<file path="src/hdl/evt_timer_pkg.sv">
// shared constants for the event counter timer unit
`default_nettype none
package evt_timer_pkg;
  // ==========================================
  // register byte offsets
  localparam logic [7:0] CTRL_OFFSET   = 8'h00;
  localparam logic [7:0] MODE_OFFSET   = 8'h04;
  localparam logic [7:0] DATA_OFFSET   = 8'h08;
  localparam logic [7:0] STATUS_OFFSET = 8'h0C;
  localparam int         ADDR_BITS     = 8;
  // ==========================================
  // control register fields
  localparam int CTRL_START_BIT = 0;
  // ==========================================
  // mode register fields
  localparam int MODE_SEL_LSB    = 0;
  localparam int PULSE_OUT_BIT   = 2;
  localparam int DIR_PIN_BIT     = 3;
  localparam int SRC_TIMER_BIT   = 4;
  localparam int EDGE_LSB        = 5;
  localparam int FREE_RUN_BIT    = 7;
  localparam int TWO_PHASE_BIT   = 8;
  localparam int MULT4_BIT       = 9;
  localparam int SW_UP_BIT       = 10;
  localparam int SRC_NEIGHBOR_BIT = 11;
  localparam int MODE_BITS       = 12;
  localparam logic [1:0] MODE_EVENT  = 2'h1;
  localparam logic [1:0] EDGE_FALL   = 2'h0;
  localparam logic [1:0] EDGE_RISE   = 2'h1;
  // ==========================================
  // status register fields
  localparam int STAT_EVENT_BIT = 0;
  localparam int STAT_AUX_BIT   = 1;
  localparam int STAT_RUN_BIT   = 2;
  // ==========================================
  // reset values and counter limits
  localparam logic [MODE_BITS-1:0] MODE_RESET = 12'h000;
  localparam logic [15:0] COUNT_RESET = 16'h0000;
  localparam logic [15:0] COUNT_MAX   = 16'hFFFF;
  localparam logic [15:0] COUNT_MIN   = 16'h0000;
endpackage
`default_nettype wire

</file>
<file path="src/hdl/pin_edge_sync.sv">
// two-flop synchroniser with edge detection for one pin
`default_nettype none
module pin_edge_sync (
  input  wire logic pclk,
  input  wire logic presetn,
  input  wire logic pin_in,
  output logic      level,
  output logic      rise,
  output logic      fall
);
  logic meta_reg, meta_next;
  logic sync_reg, sync_next;
  logic last_reg, last_next;

  // ==========================================
  // synchroniser and history
  always_comb begin
    meta_next = pin_in;
    sync_next = meta_reg;
    last_next = sync_reg;
  end

  always_ff @(posedge pclk or negedge presetn) begin
    if (!presetn) begin
      meta_reg <= 1'b0;
      sync_reg <= 1'b0;
      last_reg <= 1'b0;
    end else begin
      meta_reg <= meta_next;
      sync_reg <= sync_next;
      last_reg <= last_next;
    end
  end

  // edges are seen only from the second stage on
  assign level = sync_reg;
  assign rise  = sync_reg & ~last_reg;
  assign fall  = ~sync_reg & last_reg;
endmodule
`default_nettype wire

</file>
<file path="src/hdl/event_counter_quadrature_timer.sv">
// event counter timer unit with two-phase decoding and apb registers
// ==========================================
// What this block does
// - units 0-1 single-phase; 2-4 also two-phase
// - count pin edges or companion timer overflow
// - direction from software or select pin
// - overflow/underflow reloads unless free-run
// - ratio FFFF-n+1 up, n+1 down
// - counts only while start flag is 1
// - interrupt request on overflow or underflow
// - aux pin: port, toggle output, direction input
// - data read returns current count
// - write when stopped sets reload and counter
// - write when running sets reload only
// - free-run wraps without reloading
// - pulse output toggles on each wrap
// - two-phase uses both pins as inputs
// - two-phase direction from phase relation
// - normal: aux high, rise up, fall down
// - times four counts all edges of both except simultaneous ones
// - two low mode bits choose the mode
// - counter and reload are 16 bits
`default_nettype none
module event_counter_quadrature_timer
  import evt_timer_pkg::*;
#(
  parameter int UNIT = 2
) (
  input  wire logic                                pclk,
  input  wire logic                                presetn,
  input  wire logic                                psel,
  input  wire logic                                penable,
  input  wire logic                                pwrite,
  input  wire logic [evt_timer_pkg::ADDR_BITS-1:0] paddr,
  input  wire logic [31:0]                         pwdata,
  output logic      [31:0]                         prdata,
  output logic                                     pready,
  output logic                                     pslverr,
  input  wire logic                                count_input_pin,
  input  wire logic                                auxiliary_io_pin_in,
  output logic                                     auxiliary_io_pin_out,
  output logic                                     auxiliary_io_pin_oe,
  input  wire logic                                companion_b_unit_ovf,
  input  wire logic                                neighbor_a_unit_ovf,
  output logic                                     intr_req,
  output logic                                     overflow_out
);
  import evt_timer_pkg::*;

  // only the higher units carry the two-phase decoder
  localparam bit TWO_PHASE_OK = (UNIT >= 2);

  // refuse unit numbers that have no timer behind them
  if (UNIT < 0 || UNIT > 4) begin : g_unit_check
    $error("UNIT must be 0 to 4");
  end

  // ==========================================
  // pin synchronisers
  // both pins pass the same two stages, so their phase relation survives
  logic in_lvl, in_rise, in_fall;
  logic aux_lvl, aux_rise, aux_fall;

  pin_edge_sync in_sync (
    .pclk    (pclk),
    .presetn (presetn),
    .pin_in  (count_input_pin),
    .level   (in_lvl),
    .rise    (in_rise),
    .fall    (in_fall)
  );

  pin_edge_sync aux_sync (
    .pclk    (pclk),
    .presetn (presetn),
    .pin_in  (auxiliary_io_pin_in),
    .level   (aux_lvl),
    .rise    (aux_rise),
    .fall    (aux_fall)
  );

  // ==========================================
  // state
  logic                 start_reg, start_next;
  logic [MODE_BITS-1:0] mode_reg, mode_next;
  logic [15:0]          count_reg, count_next;
  logic [15:0]          reload_reg, reload_next;
  logic                 event_reg, event_next;
  logic                 aux_out_reg, aux_out_next;
  logic                 aux_oe_reg, aux_oe_next;
  logic                 intr_reg, intr_next;
  logic                 ovf_reg, ovf_next;
  logic [31:0]          prdata_reg, prdata_next;
  logic                 pready_reg, pready_next;
  logic                 pslverr_reg, pslverr_next;

  // ==========================================
  // decoded mode fields
  logic       event_mode, two_phase, mult4, free_run, pulse_out;
  logic       dir_from_pin, src_timer, sw_up;
  logic [1:0] edge_sel;

  always_comb begin
    event_mode   = (mode_reg[MODE_SEL_LSB +: 2] == MODE_EVENT);
    two_phase    = TWO_PHASE_OK & mode_reg[TWO_PHASE_BIT];
    mult4        = mode_reg[MULT4_BIT];
    free_run     = mode_reg[FREE_RUN_BIT];
    pulse_out    = mode_reg[PULSE_OUT_BIT];
    dir_from_pin = mode_reg[DIR_PIN_BIT];
    src_timer    = mode_reg[SRC_TIMER_BIT];
    sw_up        = mode_reg[SW_UP_BIT];
    edge_sel     = mode_reg[EDGE_LSB +: 2];
  end

  // ==========================================
  // count step decode
  logic step, up;

  always_comb begin
    step = 1'b0;
    up   = 1'b1;
    if (two_phase) begin
      // the phase relation decides; software direction is ignored
      if (mult4) begin
        // simultaneous edges on both pins carry no direction and are dropped
        if ((in_rise | in_fall) ^ (aux_rise | aux_fall)) begin
          step = 1'b1;
          up   = (in_rise & aux_lvl) | (in_fall & ~aux_lvl) |
                 (aux_rise & ~in_lvl) | (aux_fall & in_lvl);
        end
      end else begin
        if (aux_lvl && (in_rise || in_fall)) begin
          step = 1'b1;
          up   = in_rise;
        end
      end
    end else begin
      if (src_timer) begin
        step = mode_reg[SRC_NEIGHBOR_BIT] ? neighbor_a_unit_ovf : companion_b_unit_ovf;
      end else begin
        case (edge_sel)
          EDGE_FALL: step = in_fall;
          EDGE_RISE: step = in_rise;
          default:   step = in_rise | in_fall;
        endcase
      end
      up = dir_from_pin ? aux_lvl : sw_up;
    end
  end

  // ==========================================
  // apb decode
  // a write lands on the ready edge; unmapped writes are dropped
  logic        access, wr_en, rd_en, addr_ok;
  logic        data_wr, wrap;
  logic [31:0] rd_value;

  always_comb begin
    access  = psel & penable & ~pready_reg;
    wr_en   = psel & penable & pready_reg & pwrite & ~pslverr_reg;
    rd_en   = psel & penable & pready_reg & ~pwrite;
    addr_ok = (paddr == CTRL_OFFSET) || (paddr == MODE_OFFSET) ||
              (paddr == DATA_OFFSET) || (paddr == STATUS_OFFSET);
    data_wr = wr_en & (paddr == DATA_OFFSET);
    rd_value = 32'h0000_0000;
    case (paddr)
      CTRL_OFFSET:   rd_value[CTRL_START_BIT] = start_reg;
      MODE_OFFSET: begin
        rd_value[MODE_BITS-1:0] = mode_reg;
        if (!TWO_PHASE_OK) begin
          rd_value[TWO_PHASE_BIT] = 1'b0;
          rd_value[MULT4_BIT]     = 1'b0;
        end
      end
      DATA_OFFSET:   rd_value[15:0] = count_reg;
      STATUS_OFFSET: begin
        rd_value[STAT_EVENT_BIT] = event_reg;
        rd_value[STAT_AUX_BIT]   = aux_out_reg;
        rd_value[STAT_RUN_BIT]   = start_reg;
      end
      default:       rd_value = 32'h0000_0000;
    endcase
  end

  // ==========================================
  // bus answer
  // read data stands only in the ready cycle and reads zero otherwise
  always_comb begin
    pready_next  = access;
    pslverr_next = access & ~addr_ok;
    prdata_next  = prdata_reg;
    if (access) begin
      prdata_next = pwrite ? 32'h0000_0000 : rd_value;
    end else if (rd_en) begin
      prdata_next = 32'h0000_0000;
    end
  end

  // ==========================================
  // configuration registers
  // upper write data bits are ignored
  always_comb begin
    start_next = start_reg;
    mode_next  = mode_reg;
    if (wr_en && paddr == CTRL_OFFSET) begin
      start_next = pwdata[CTRL_START_BIT];
    end
    if (wr_en && paddr == MODE_OFFSET) begin
      mode_next = pwdata[MODE_BITS-1:0];
    end
  end

  // ==========================================
  // counter, reload and events
  // a running write leaves the count alone until the next wrap
  always_comb begin
    count_next   = count_reg;
    reload_next  = reload_reg;
    wrap         = 1'b0;
    if (event_mode && start_reg && step) begin
      if (up) begin
        wrap = (count_reg == COUNT_MAX);
        count_next = count_reg + 16'h0001;
      end else begin
        wrap = (count_reg == COUNT_MIN);
        count_next = count_reg - 16'h0001;
      end
      if (wrap && !free_run) begin
        count_next = reload_reg;
      end
      // free-run leaves the wrapped value in place
    end
    if (data_wr) begin
      reload_next = pwdata[15:0];
      if (!start_reg) begin
        count_next = pwdata[15:0];
      end
    end
  end

  always_comb begin
    intr_next = wrap;
    ovf_next  = wrap;
    // a new event wins over a software clear in the same cycle
    event_next = event_reg;
    if (wr_en && paddr == STATUS_OFFSET && pwdata[STAT_EVENT_BIT]) begin
      event_next = 1'b0;
    end
    if (wrap) begin
      event_next = 1'b1;
    end
    aux_out_next = aux_out_reg;
    if (wrap && pulse_out) begin
      aux_out_next = ~aux_out_reg;
    end
    // aux pin drives only as pulse output; otherwise it is an input or port
    aux_oe_next = event_mode & pulse_out & ~two_phase & ~dir_from_pin;
  end

  // ==========================================
  // registers
  // every output is taken from here, so no combinational path leaves the block
  always_ff @(posedge pclk or negedge presetn) begin
    if (!presetn) begin
      start_reg   <= 1'b0;
      mode_reg    <= MODE_RESET;
      count_reg   <= COUNT_RESET;
      reload_reg  <= COUNT_RESET;
      event_reg   <= 1'b0;
      aux_out_reg <= 1'b0;
      aux_oe_reg  <= 1'b0;
      intr_reg    <= 1'b0;
      ovf_reg     <= 1'b0;
      prdata_reg  <= 32'h0000_0000;
      pready_reg  <= 1'b0;
      pslverr_reg <= 1'b0;
    end else begin
      start_reg   <= start_next;
      mode_reg    <= mode_next;
      count_reg   <= count_next;
      reload_reg  <= reload_next;
      event_reg   <= event_next;
      aux_out_reg <= aux_out_next;
      aux_oe_reg  <= aux_oe_next;
      intr_reg    <= intr_next;
      ovf_reg     <= ovf_next;
      prdata_reg  <= prdata_next;
      pready_reg  <= pready_next;
      pslverr_reg <= pslverr_next;
    end
  end

  assign prdata               = prdata_reg;
  assign pready               = pready_reg;
  assign pslverr              = pslverr_reg;
  assign auxiliary_io_pin_out = aux_out_reg;
  assign auxiliary_io_pin_oe  = aux_oe_reg;
  assign intr_req             = intr_reg;
  assign overflow_out         = ovf_reg;
endmodule
`default_nettype wire

</file>
<file path="config.mk">
export PLATFORM = sky130hd
export DESIGN_NAME = event_counter_quadrature_timer
export DESIGN_NICKNAME = d
export VERILOG_FILES = /design/src/hdl/evt_timer_pkg.sv /design/src/hdl/pin_edge_sync.sv /design/src/hdl/event_counter_quadrature_timer.sv
export SDC_FILE = /design/constraint.sdc
export NUM_CORES = 1
export LEC_CHECK = 0
export ABC_AREA = 1
export ABC_CLOCK_PERIOD_IN_PS = 5400
export CORE_MARGIN = 3
export CORE_UTILIZATION = 30
export DETAILED_ROUTE_END_ITERATION = 10
export DONT_BUFFER_PORTS = 1
export PLACE_DENSITY = 0.49
export SYNTH_ARGS = -nofsm -noshare
export SYNTH_HDL_FRONTEND = slang
export SYNTH_SLANG_ARGS = --single-unit
</file>
<file path="constraint.sdc">
create_clock -name pclk -period 5.4 [get_ports pclk]
set_clock_uncertainty 0.05 [all_clocks]
set_input_delay 0.81 -clock pclk [delete_from_list [all_inputs] [get_ports pclk]]
set_output_delay 0.81 -clock pclk [all_outputs]
set_load 0.01 [all_outputs]
</file>
==> flow_summary.toml <==
[run_status]
status = "finished clean"

[flow_run]
drv_cap = 0

[finish]
mostFrequentLayoutCell = "nand2_1"
drive_above_1_share_pct = 8.42
syn_to_final_growth_pct = 8.46
fin_nets = 658
stdcell_area_um2 = 4940
antennaDiodeCount = 0
stdcell_count = 778
final_util_pct = 33.6
n_fill_cell = 1578
mostFrequentLayoutCells = "151 x nand2_1, 73 x dfrtp_1, 71 x inv_1"

[grt]
grt_pass1_wl_um = 20100
antenna_found_initial = 0
grt_max_degree = 74
grt_pass1_vias = 3670
grt_remaining_overflow = 0
track_usage_pct = 15.5

[setup_path]
cp.required_ns = 5.61
cp_cell_sequence = "inv_1, ha_1, inv_1, nand2_1, nand2_1, nor2_1, nand2_1, nand2_1, nand2_2, nand2_2, fa_1, nand3_1, nand3_1, a21oi_1, or2_1, nand2_1, nand2_1, nand2_1, nand2_1, nand3_1, a21oi_1"
cp_data_arrival_time_ns = 3.47
timing.rr.end = "count_reg[14]$_DFF_PN0_"
crit_path_end_kind = "register"
ff2ff_path_depth = 21
slowest_stage = "fa_1"
crit_top_cell = "nand2_1"
start_kind = "register"
r2r-start = "in_sync.level$_DFF_PN0_"
path_class = "register to register"
cp_max_fo = 17
regToRegSetupSlack_ns = 2.14
max_stage_delay_ns = 0.53

[sta]
period_share_pct = 60.3
drv_slew = 0
finalHoldViolations = 0
max_slew_margin_pct = 50.2
fin_ws_ns = 2.14
fin_hold_ws_ns = 0.114
setup_viol = 0
rsz0062_at_grt = "false"
fmax_mhz = 307
min_period_ns = 3.26
fin_tns_setup_ns = 0
tightest_slew_ns = 0.746

[detailed_routing]
drtIter0Drc = 277
final_antenna_net_count = 0
via_count = 3791
wl_per_cell_um = 16.2
drcViolationCount = 0
first_pass_iters = 4
viasPerCell = 4.87
drt_wl_total_um = 12600

[clock_network]
postCtsResizedCells = 0
cts_htree_levels = 3
cts_buffer_depth = 2
cts_made_buffers = 9
path_clk_slew_ns = 0.06
cts.sinks = 73
postCtsSetupRepairBufs = 0
clk_latency_ns = 0.34
tritoncts = "built"
cts_root_buf = "clkbuf_16"
hold_buffers = 0

[placement]
gp_congestion = 0.870
place_ws_ns = 2.10
dp_hpwl_um = 9330
dp_cells = 762
io_buffers = 0
place_area_um2 = 4670

[power_and_ir_drop]
p_total_mw = 1.22
power.density_nw_per_um2 = 246
irDropWorstVdd_v = 0.000134
p_leak_nw = 2.41

[floorplan]
start_util_pct = 31.0
core_area_um2 = 14700
die_w_um = 129
die_h_um = 129
die_area_um2 = 16700
ios = 87
num_rows = 44

[logic_synthesis]
syn_inst = 589
syn-cell-area_um2 = 4560
synth_area_per_cell_um2 = 7.73
ys_ff_latch = 73
seq_area_frac_synth_pct = 40.1
yosys.area.top_type = "dfrtp_1"
synth_top_cells_by_area = "dfrtp_1 40%, nand2_1 12%, inv_1 5.9%, a21oi_1 5.4%, ha_1 5.2%"
synth_warnings = 0
synth.distinct_cells = 47
synth_top_area_share_pct = 40.1

[hold_path]
min_path_type = "input pin to asynchronous set/reset pin"
worst max-delay path, delay by kind of cell (launching register included):
| kind | cells | cell delay [ns] |
|---|---|---|
| simple gates | 15 | 1.34 |
| flops | 1 | 0.44 |
| compound gates | 2 | 0.35 |
| fa+ha+maj | 2 | 0.85 |
| buf+inv | 2 | 0.15 |
cells by family (layout without fill, tap and decap cells):
family	Yosys count	count (layout)	share of synthesized area [%]
AND/OR/NAND/NOR	268	268	27.6
buffers and inverters	110	100	10.9
AO/OA/AOI/OAI	105	105	13.1
flip-flops	73	73	40.1
adder cells (fa/ha/maj)	20	20	5.66
XOR/XNOR	9	9	1.73
multiplexers	3	3	0.742
other	1	16	0.0823
area by class of cell:
type	count	area (um^2)	share of cell area, %
clock buffers	12	246	4.99
clock inverters	4	28.8	0.582
inverters	83	314	6.36
multi-input cells	421	2290	46.3
flip-flops and latches	73	1830	37.0
well taps	184	230	4.66
repair buffers	1	7.51	0.152
cells in the mapped netlist, drive strengths merged:
master    n
nand2   154
inv      81
dfrtp    73
a21oi    49
nor2     47
nand3    41
o21ai    32
buf      22
ha       19
nand4    14
nor4      6
o221ai    6
xnor2     6
clkbuf    5
o211ai    5
mux2      3
nor3      3
o21bai    3
xor2      3
a22o      2
a31oi     2
clkinv    2
nand3b    2
o22ai     2
a211oi    1
a21boi    1
a21o      1
a32o      1
conb      1
fa        1
or2       1
worst max-delay path by stage:
stage	startpoint	end	slack, ns	cells after the start
detailed placement	in_sync.level$_DFF_PN0_	count_reg[14]$_DFF_PN0_	2.10	21
CTS	in_sync.level$_DFF_PN0_	count_reg[14]$_DFF_PN0_	2.08	21
finish	in_sync.level$_DFF_PN0_	count_reg[14]$_DFF_PN0_	2.14	21
global placement	in_sync.level$_DFF_PN0_	count_reg[14]$_DFF_PN0_	2.15	21
global route	in_sync.level$_DFF_PN0_	count_reg[14]$_DFF_PN0_	1.80	21
floorplan	in_sync.level$_DFF_PN0_	count_reg[14]$_DFF_PN0_	2.59	21
where the power goes:
part	total, mW	internal (mW)	switching (mW)
combinational	0.0965	0.0309	0.0656
sequential	0.557	0.552	0.00545
clock	0.564	0.324	0.240
total	1.22	0.907	0.311
per-layer routing:
layer / GRT usage, % / share of wire (%) / up-vias
met4: 3.34 / 1.0 / 0
met2: 24.1 / 45 / 88
met5: 0 / 0 / -
met1: 21.7 / 48 / 1792
li1: - / - / 1899
met3: 4.33 / 6.4 / 12
(Power assumes the default switching activity.)
